<file path="src/shared/hbs_pkg.sv">
/*
 Constants for the host bus slave and remote port block.
 Assumes a single bus-side clock at 10 MHz and a synchronous active-low reset.
*/
package hbs_pkg;
   // ************************************************
   // Widths and register map
   // ************************************************
   localparam int REG_SEL_W = 4;
   localparam int DATA_W = 8;
   localparam int NUM_REGS = 16;
   localparam logic [7:0] REG_RESET_VAL = 8'h00;
   // Register index holding the long-address-select bit
   localparam logic [3:0] CFG_REG_IDX = 4'he;
   localparam int LONG_ADDR_BIT = 3;
   // Upper address pair (remote start address lo/hi)
   localparam logic [3:0] RSA_LO_IDX = 4'h8;
   localparam logic [3:0] RSA_HI_IDX = 4'h9;
   // ************************************************
   // Timing
   // ************************************************
   localparam int CLK_PERIOD_NS = 100;
   localparam int ACK_DELAY_NS = 200;
   localparam int ACK_DELAY_CYC = (ACK_DELAY_NS + CLK_PERIOD_NS - 1) / CLK_PERIOD_NS;
   localparam logic [1:0] ACK_CNT_MAX = 2'(ACK_DELAY_CYC);
   // ************************************************
   // DMA cycle states
   // ************************************************
   typedef enum logic [2:0] {ST_IDLE, ST_T1, ST_T2, ST_T3, ST_TW, ST_T4} hbs_dma_state_type;
endpackage : hbs_pkg

</file>
<file path="src/logic/hbs_host_port.sv">
/*
 Host bus slave register access, local DMA cycle sequencer and remote port handshake.
 Assumes all pin inputs except rst_n_i are asynchronous to ref_clk_i; each of those passes two flip-flops.
 The outside world resolves the data bus and the shared pin from the enables.
*/
// Summary of operation
// - Write strobe rising edge stores selected register
// - Read strobe low drives selected register
// - Acknowledge low only after synchronisation
// - DMA cycle is four clocks t1-t4
// - Sample READY at t3, wait while high
// - Each wait state adds one clock
// - Latch read done starts new read
// - Port latch write rises with valid data
// - Long mode: shared pin strobes upper address
// - Upper strobe floats until bus grant
// - Short mode: shared pin is port request
// - One request starts one remote transfer
// - Select lines latch on lower strobe fall
module hbs_host_port #(
   parameter int REG_SEL_W = hbs_pkg::REG_SEL_W,
   parameter int DATA_W = hbs_pkg::DATA_W
) (
   // Clock and reset
   input wire logic ref_clk_i,
   input wire logic rst_n_i,
   // Host slave access
   input wire logic dev_select_n_i,
   input wire logic lower_addr_strobe_i,
   input wire logic [REG_SEL_W-1:0] reg_select_lines_i,
   input wire logic host_write_strobe_n_i,
   input wire logic host_read_strobe_n_i,
   input wire logic [DATA_W-1:0] host_data_i,
   output logic [DATA_W-1:0] host_data_o,
   output logic host_data_oe_o,
   output logic access_ack_n_o,
   // Local DMA
   input wire logic ready_i,
   input wire logic bus_grant_i,
   input wire logic [DATA_W-1:0] local_data_i,
   output logic [DATA_W-1:0] local_data_o,
   output logic dma_active_o,
   // Remote port
   input wire logic latch_read_done_i,
   output logic port_latch_write_o,
   output logic port_req_strobe_o,
   output logic port_req_strobe_oe_o,
   output logic [DATA_W-1:0] upper_addr_o
);
   // ************************************************
   // Input synchronisers
   // ************************************************
   localparam int NSYNC = 7 + REG_SEL_W + DATA_W + DATA_W;
   logic [NSYNC-1:0] sync1_reg;
   logic [NSYNC-1:0] sync2_reg;
   // Reset to the idle pin levels so no false strobe edge follows reset
   // Order: select high, lower strobe low, write and read strobes high, rest low
   localparam logic [NSYNC-1:0] SYNC_IDLE = {4'hb, {(NSYNC-4){1'b0}}};
   wire [NSYNC-1:0] raw_in = {dev_select_n_i, lower_addr_strobe_i, host_write_strobe_n_i,
      host_read_strobe_n_i, ready_i, bus_grant_i, latch_read_done_i, reg_select_lines_i,
      host_data_i, local_data_i};
   // Two stages; only the second stage is read by logic
   always_ff @(posedge ref_clk_i)
   begin
      if (!rst_n_i)
      begin
         sync1_reg <= SYNC_IDLE;
         sync2_reg <= SYNC_IDLE;
      end
      else
      begin
         sync1_reg <= raw_in;
         sync2_reg <= sync1_reg;
      end
   end
   wire cs_n_s = sync2_reg[NSYNC-1];
   wire lo_strobe_s = sync2_reg[NSYNC-2];
   wire wr_n_s = sync2_reg[NSYNC-3];
   wire rd_n_s = sync2_reg[NSYNC-4];
   wire ready_s = sync2_reg[NSYNC-5];
   wire grant_s = sync2_reg[NSYNC-6];
   wire read_done_s = sync2_reg[NSYNC-7];
   wire [REG_SEL_W-1:0] rsel_s = sync2_reg[2*DATA_W +: REG_SEL_W];
   wire [DATA_W-1:0] hdat_s = sync2_reg[DATA_W +: DATA_W];
   wire [DATA_W-1:0] ldat_s = sync2_reg[0 +: DATA_W];

   // ************************************************
   // Register select latch
   // ************************************************
   logic [REG_SEL_W-1:0] rsel_reg;
   logic wr_prev_reg;
   logic dma_busy;
   wire slave_ok = !cs_n_s && !dma_busy;
   // Flow through while strobe high, hold from its fall
   wire [REG_SEL_W-1:0] rsel_next = (slave_ok && lo_strobe_s) ? rsel_s : rsel_reg;
   wire [REG_SEL_W-1:0] rsel_eff = (slave_ok && lo_strobe_s) ? rsel_s : rsel_reg;
   always_ff @(posedge ref_clk_i)
   begin
      if (!rst_n_i)
      begin
         rsel_reg <= '0;
         wr_prev_reg <= 1'b1;
      end
      else
      begin
         rsel_reg <= rsel_next;
         wr_prev_reg <= wr_n_s;
      end
   end

   // ************************************************
   // Register file
   // ************************************************
   logic [DATA_W-1:0] regs_reg [hbs_pkg::NUM_REGS];
   // Host relies on select staying valid through data phase
   wire wr_rise = slave_ok && wr_n_s && !wr_prev_reg;
   genvar gi;
   generate
      for (gi = 0; gi < hbs_pkg::NUM_REGS; gi++)
      begin : g_reg
         always_ff @(posedge ref_clk_i)
         begin
            if (!rst_n_i)
               regs_reg[gi] <= hbs_pkg::REG_RESET_VAL;
            else if (wr_rise && rsel_eff == REG_SEL_W'(gi))
               regs_reg[gi] <= hdat_s;
         end
      end
   endgenerate
   wire long_mode = regs_reg[hbs_pkg::CFG_REG_IDX][hbs_pkg::LONG_ADDR_BIT];

   // ************************************************
   // Read data and acknowledge
   // ************************************************
   logic [1:0] ack_cnt_reg;
   wire strobe_on = slave_ok && (!wr_n_s || !rd_n_s);
   wire [1:0] ack_cnt_next = !strobe_on ? 2'h0 :
      (ack_cnt_reg == hbs_pkg::ACK_CNT_MAX) ? ack_cnt_reg : ack_cnt_reg + 2'h1;
   // Ack only after synchronised strobe has settled
   always_ff @(posedge ref_clk_i)
   begin
      if (!rst_n_i)
      begin
         ack_cnt_reg <= 2'h0;
         access_ack_n_o <= 1'b1;
         host_data_o <= '0;
         host_data_oe_o <= 1'b0;
      end
      else
      begin
         ack_cnt_reg <= ack_cnt_next;
         access_ack_n_o <= !(ack_cnt_next == hbs_pkg::ACK_CNT_MAX);
         host_data_o <= regs_reg[rsel_eff];
         host_data_oe_o <= slave_ok && !rd_n_s;
      end
   end

   // ************************************************
   // Remote request and DMA cycle sequencer
   // ************************************************
   hbs_pkg::hbs_dma_state_type st_reg;
   hbs_pkg::hbs_dma_state_type st_next;
   logic req_reg;
   logic done_prev_reg;
   logic refill_reg;
   wire done_rise = read_done_s && !done_prev_reg;
   assign dma_busy = (st_reg != hbs_pkg::ST_IDLE);
   // Grant active high starts the four-clock cycle
   wire start_cyc = (st_reg == hbs_pkg::ST_IDLE) && grant_s && (req_reg || refill_reg);
   always_comb
   begin
      st_next = st_reg;
      unique case (st_reg)
         hbs_pkg::ST_IDLE: if (start_cyc) st_next = hbs_pkg::ST_T1;
         hbs_pkg::ST_T1: st_next = hbs_pkg::ST_T2;
         hbs_pkg::ST_T2: st_next = hbs_pkg::ST_T3;
         hbs_pkg::ST_T3: st_next = ready_s ? hbs_pkg::ST_TW : hbs_pkg::ST_T4;
         hbs_pkg::ST_TW: st_next = ready_s ? hbs_pkg::ST_TW : hbs_pkg::ST_T4;
         hbs_pkg::ST_T4: st_next = hbs_pkg::ST_IDLE;
      endcase
   end
   wire cyc_done = (st_reg == hbs_pkg::ST_T4);
   // Request set once per transfer, cleared when the cycle finishes
   wire req_next = cyc_done ? 1'b0 : (st_reg == hbs_pkg::ST_IDLE && !req_reg) ? 1'b1 : req_reg;
   wire refill_next = done_rise ? 1'b1 : (start_cyc ? 1'b0 : refill_reg);
   always_ff @(posedge ref_clk_i)
   begin
      if (!rst_n_i)
      begin
         st_reg <= hbs_pkg::ST_IDLE;
         req_reg <= 1'b0;
         done_prev_reg <= 1'b0;
         refill_reg <= 1'b0;
      end
      else
      begin
         st_reg <= st_next;
         req_reg <= req_next;
         done_prev_reg <= read_done_s;
         refill_reg <= refill_next;
      end
   end

   // ************************************************
   // Port outputs
   // ************************************************
   // Strobe low in t2..tw, rising at t4 with data held valid
   wire latch_wr_next = (st_next == hbs_pkg::ST_T2 || st_next == hbs_pkg::ST_T3 || st_next == hbs_pkg::ST_TW);
   wire upper_strobe_next = (st_next == hbs_pkg::ST_T1);
   always_ff @(posedge ref_clk_i)
   begin
      if (!rst_n_i)
      begin
         port_latch_write_o <= 1'b1;
         port_req_strobe_o <= 1'b0;
         port_req_strobe_oe_o <= 1'b0;
         upper_addr_o <= '0;
         local_data_o <= '0;
         dma_active_o <= 1'b0;
      end
      else
      begin
         port_latch_write_o <= !latch_wr_next;
         if (st_reg == hbs_pkg::ST_T3)
            local_data_o <= ldat_s;
         port_req_strobe_o <= long_mode ? upper_strobe_next : req_next;
         port_req_strobe_oe_o <= long_mode ? grant_s : 1'b1;
         upper_addr_o <= (st_next == hbs_pkg::ST_T1) ? regs_reg[hbs_pkg::RSA_HI_IDX]
            : regs_reg[hbs_pkg::RSA_LO_IDX];
         dma_active_o <= (st_next != hbs_pkg::ST_IDLE);
      end
   end
endmodule : hbs_host_port

</file>
<file path="config.mk">
export PLATFORM = sky130hd
export DESIGN_NAME = hbs_host_port
export DESIGN_NICKNAME = d
export VERILOG_FILES = /design/src/shared/hbs_pkg.sv /design/src/logic/hbs_host_port.sv
export SDC_FILE = /design/constraint.sdc
export NUM_CORES = 1
export LEC_CHECK = 0
export ABC_AREA = 1
export BUFFER_PORTS_ARGS = -buffer_cell sky130_fd_sc_hd__buf_4
export CORE_UTILIZATION = 35
export DETAILED_ROUTE_END_ITERATION = 10
export PLACE_DENSITY = 0.53
export SLEW_MARGIN = 20
export SYNTH_ARGS = -nofsm -noshare
export SYNTH_HDL_FRONTEND = slang
export SYNTH_SLANG_ARGS = --single-unit
</file>
<file path="constraint.sdc">
create_clock -name ref_clk_i -period 6.66 [get_ports ref_clk_i]
set_input_delay 0.333 -clock ref_clk_i [delete_from_list [all_inputs] [get_ports ref_clk_i]]
set_output_delay 0.333 -clock ref_clk_i [all_outputs]
set_load 0.01 [all_outputs]
</file>
# Word level (Yosys, flattened, before mapping)
# Memories as Yosys holds them, arrays and structs flattened. A register that Yosys moved wholly into a read port is not among the register bits.
# Index checks and enable logic that the tools add are counted.
dict set report word_totals {
  register_bits 89
  latchBits 0
  ram_bits 128
  mem_bits_ro 0
  inputBits 29
  wordCells 185
  n_memories 1
}
# memory words width read_ports rd_ports_with_merged_regs write_ports line_no
set memory_table {}
lappend memory_table {regs_reg 16 8 4 1 16 hbs_host_port.sv:114} ;# logic [DATA_W-1:0] regs_reg [hbs_pkg::NUM_REGS];
dict set report op_classes {
  n_addsub 1
  mul 0
  div 0
  n_lt_le_gt_ge 0
  eq_ne 26
  shift 0
  n_mux 78
  bitwise 16
  n_reduce_logical 46
}
# cell n
set op_table {}
lappend op_table {{$mux W8} 17}
lappend op_table {{$mux W1} 56}
lappend op_table {{$eq A4 B4 Y1 const B} 8}
lappend op_table {{$logic_and A1 B1 Y1} 26}
lappend op_table {{$eq A4 B3 Y1 const B} 4}
lappend op_table {{$or A1 B1 Y1} 16}
lappend op_table {{$pmux W3 S5} 1}
lappend op_table {{$eq A3 B2 Y1 const B} 4}
lappend op_table {{$logic_not A1 Y1} 10}
lappend op_table {{$eq A3 B3 Y1 const B} 3}
lappend op_table {{$eq A4 B2 Y1 const B} 2}
lappend op_table {{$eq A3 B1 Y1 const B} 2}
lappend op_table {{$reduce_bool A3 Y1} 2}
lappend op_table {{$eq A2 B2 Y1 const B} 2}
lappend op_table {{$eq A4 B1 Y1 const B} 1}
lappend op_table {{$logic_not A4 Y1} 1}
lappend op_table {{$logic_or A1 B1 Y1} 4}
lappend op_table {{$mux W2} 2}
lappend op_table {{$mux W4} 1}
lappend op_table {{$logic_not A3 Y1} 1}
lappend op_table {{$mux W3} 1}
lappend op_table {{$add A2 B1 Y2 const B} 1}
lappend op_table {{$reduce_bool A2 Y1} 1}
lappend op_table {{$reduce_or A2 Y1} 1}

# Logic depth before layout (Yosys ltp)
dict set report depth {
  depth_word 11
  mapped_depth 14
}

# Worst setup path after synthesis
# OpenSTA, ideal clock, no wires.
dict set report synth_path {
  kind {reg2reg}
  startpoint {register st_reg[0]}
  endpoint {memory regs_reg[6][0], enable pin}
  setup_ns 0.384
  arrival_ns 2.091
  path_slack_ns 4.185
  stages_incl_launch_ff 11
  path_cell_list {dfxtp_1 -> nor2_4 -> nand3_2 -> nor2_4 -> nand2_1 -> o21ai_1 -> inv_2 -> nor2_1 -> buf_2 -> inv_2 -> o21ai_0}
}
# element line_no
set synth_rtl {}
lappend synth_rtl {{start: declaration} hbs_host_port.sv:161} ;# hbs_pkg::hbs_dma_state_type st_reg;
lappend synth_rtl {{start signal: assignment} hbs_host_port.sv:190} ;# st_reg <= hbs_pkg::ST_IDLE;
lappend synth_rtl {{start signal: assignment} hbs_host_port.sv:197} ;# st_reg <= st_next;
lappend synth_rtl {{end: declaration} hbs_host_port.sv:114}

==> run summary <==
CTS tree: yes
Worst Skew: 0.00882 ns
Hold Violations, Final: 0
worst hold start: ready_i
CTS buffer count: 25
register area share after synthesis: 0.627
Final period util: 0.543
Syn Inst Count: 1053
highest clock rate: 0.276 GHz
Crit path required time: 6.79 ns
Slew Limit Headroom: 0.234
CP Max Fanout: 57
Pint: 0.00236 W
Total Nets Final: 1146
layout cells sized above 1: 0.114
Combinational Power Share: 0.081
GPL Wtd Cong: 0.842
post_cts resized: 0
Syn Area/Cell: 8.76 µm²
Vias/cell: 4.71
antenna fix cells: 0
syn_nets: 1083
Pre-antenna DRT Iters: 5
RSZ-0062 raised after global routing: no
status: finished clean
PortBufs: 58
die area: 27000 µm²
Core Region: 26000 µm²
# Post-CTS Setup Buffers: 0
post-route minimum period: 3.62 ns
clk slew on worst S/H paths: 0.05 ns
1st-iter DRT viols: 543
CTS Buffer Depth: 3
CTS root buffer: clkbuf_16
H-tree depth: 1
power density over cell area: 284 nW/µm²
Slew @ Worst Pin: 1.14 ns
Flop pwr share: 0.505
Routed Antenna Nets: 0
first-pass GRT wire length: 36.6 mm
MaxCap Viol Count: 0
Die Ht: 164 µm
post-synth cell types: 26
DRC violations left: 0
grt ovf: 0
Area growth syn-to-layout: 18.4%
fillcell total: 2617
switching power: 0.000734 W
register bit total from synthesis: 225
worst skew pair latency: 0.52 ns
Crit Path Class: reg2reg
Die X: 164 µm
Setup TNS: 0 ns
Crit. End Element: register
leakage power total: 4.87 nW
vias after detailed routing: 6918
critical path arrival: 3.75 ns
dpl hpwl: 15.4 mm
switching portion of total power: 0.237
Clock power frac: 0.414
final setup fails: 0
max reg flops: 128
antenna violations before repair: 0
Peak VDD IR: 0.180 mV
routed wire length: 23.5 mm
number of global-route vias before repair: 6672
CP startpoint kind: register
worst flop-to-flop path startpoint: st_reg[1]$_SDFF_PN0_
Pins Over Slew Limit: 0
Tot GR Track Use: 0.180
IO Pins: 59
CP startpoint: st_reg[1]$_SDFF_PN0_
cell area after synthesis: 9230 µm²
pin count of the biggest net entering global routing: 61
Starting Density: 0.355
clock tree sinks: 225
routed len/inst: 16.0 µm
warnings from Yosys: 0
Worst Hold Class: in2reg
worst hold slack: 0.0255 ns
# rows: 59
cell usage in the layout, fill, tap and decap left out:
cell type / netlist / routed
a21oi_1: 4 / 4
a31oi_1: 1 / 1
buf_4: 0 / 63
clkbuf_1: 32 / 8
clkbuf_16: 0 / 25
clkbuf_8: 0 / 4
clkinv_1: 1 / 3
clkinv_2: 0 / 5
clkinv_4: 0 / 1
dfxtp_1: 97 / 97
dlygate4sd3_1: 0 / 26
edfxtp_1: 128 / 128
ha_1: 1 / 1
inv_1: 81 / 81
inv_2: 9 / 9
inv_6: 0 / 1
nand2_1: 317 / 316
nand2_2: 0 / 1
nand3_1: 101 / 101
nand3_2: 6 / 6
nand4_1: 1 / 1
nor2_1: 194 / 194
nor2_2: 1 / 1
nor2_4: 2 / 2
nor3_1: 2 / 2
nor3_4: 2 / 2
o21ai_0: 32 / 22
o21ai_1: 8 / 18
o21ai_2: 2 / 2
o22ai_1: 2 / 2
or2_1: 1 / 1
or2_2: 7 / 7
worst max-delay path: stages, from the launching register on:
cell,delay [ns]
dfxtp_1,0.36
nor2_4,0.15
nand4_1,0.16
nand2_1,0.10
buf_4,0.50
nand2_2,0.54
nor3_4,0.41
inv_2,0.10
o21ai_0,0.89
path summary, 6_finish.rpt:
path	to	slack [ns]	depth (start not counted)
min reg2reg	sync2_reg[15]$_SDFF_PN0_	0.41	2
max reg2reg	regs_reg[10][2]$_SDFFCE_PN0P_	3.04	8
min	sync1_reg[22]$_SDFF_PN0_	0.03	3
max	regs_reg[10][2]$_SDFFCE_PN0P_	3.04	8
cells by family (layout without fill, tap and decap cells):
family | after synthesis | count (layout) | share of synthesized area
AO/OA/AOI/OAI | 49 | 49 | 0.0278
adder cells (fa/ha/maj) | 1 | 1 | 0.00136
buffers and inverters | 144 | 226 | 0.0608
flip-flops | 225 | 225 | 0.627
AND/OR/NAND/NOR | 634 | 634 | 0.283
repair_timing:
| item | CTS | global route |
|---|---|---|
| hold endpoints to repair | 26 | 0 |
| hold buffers | 26 | 0 |
| setup endpoints to repair | 0 | 0 |
stage by stage:
stage	power (W)	cell area (µm²)	util	cells	setup slack (ns)
6_report	0.00310	10900	0.420	1470	3.04
3_5_place_dp	0.00184	9900	0.381	1398	2.88
4_1_cts	0.00313	10900	0.420	1470	2.86
5_1_grt	0.00322	10900	0.420	1470	2.77
3_3_place_gp	0.00184	9900	0.381	1398	2.75
2_1_floorplan	0.00174	9230	-	1053	4.19
area by class of cell:
type / count / area (µm²) / area share
well taps: 335 / 419 / 0.0384
flip-flops and latches: 225 / 5790 / 0.530
multi-input cells: 684 / 2880 / 0.264
clock inverters: 9 / 50.0 / 0.00458
clock buffers: 37 / 711 / 0.0651
inverters: 91 / 342 / 0.0313
repair buffers: 89 / 733 / 0.0671
cells in the mapped netlist:
library cell / count / share of area
nand4_1: 1 / 0.00068
or2_2: 7 / 0.0047
o21ai_1: 8 / 0.0043
inv_1: 81 / 0.033
clkbuf_1: 32 / 0.013
nand3_1: 101 / 0.055
nor3_4: 2 / 0.0035
o22ai_1: 2 / 0.0014
edfxtp_1: 128 / 0.42
nand2_1: 317 / 0.13
inv_2: 9 / 0.0037
buf_1: 5 / 0.0020
nor2_2: 1 / 0.00068
nor2_4: 2 / 0.0024
buf_2: 16 / 0.0087
dfxtp_1: 97 / 0.21
nor2_1: 194 / 0.079
a31oi_1: 1 / 0.00068
nor3_1: 2 / 0.0011
ha_1: 1 / 0.0014
o21ai_2: 2 / 0.0019
nand3_2: 6 / 0.0065
o21ai_0: 32 / 0.017
or2_1: 1 / 0.00068
a21oi_1: 4 / 0.0022
clkinv_1: 1 / 0.00041
per-layer routing:
layer	vias up	GRT usage	share of wire
met2	207	0.293	0.47
met3	37	0.0247	0.050
met4	0	0.0627	0.030
met5	-	0	0
met1	3205	0.244	0.45
li1	3469	-	-
power groups by stage:
stage | logic (W) | registers (W) | clock network, W
after detailed placement | 0.000241 | 0.00160 | 0
after global routing | 0.000283 | 0.00157 | 0.00136
after CTS | 0.000254 | 0.00157 | 0.00131
after floorplan | 0.000147 | 0.00159 | 0
after global placement | 0.000241 | 0.00160 | 0
final | 0.000251 | 0.00156 | 0.00128
No activity file was read; power rests on OpenSTA's default activity.
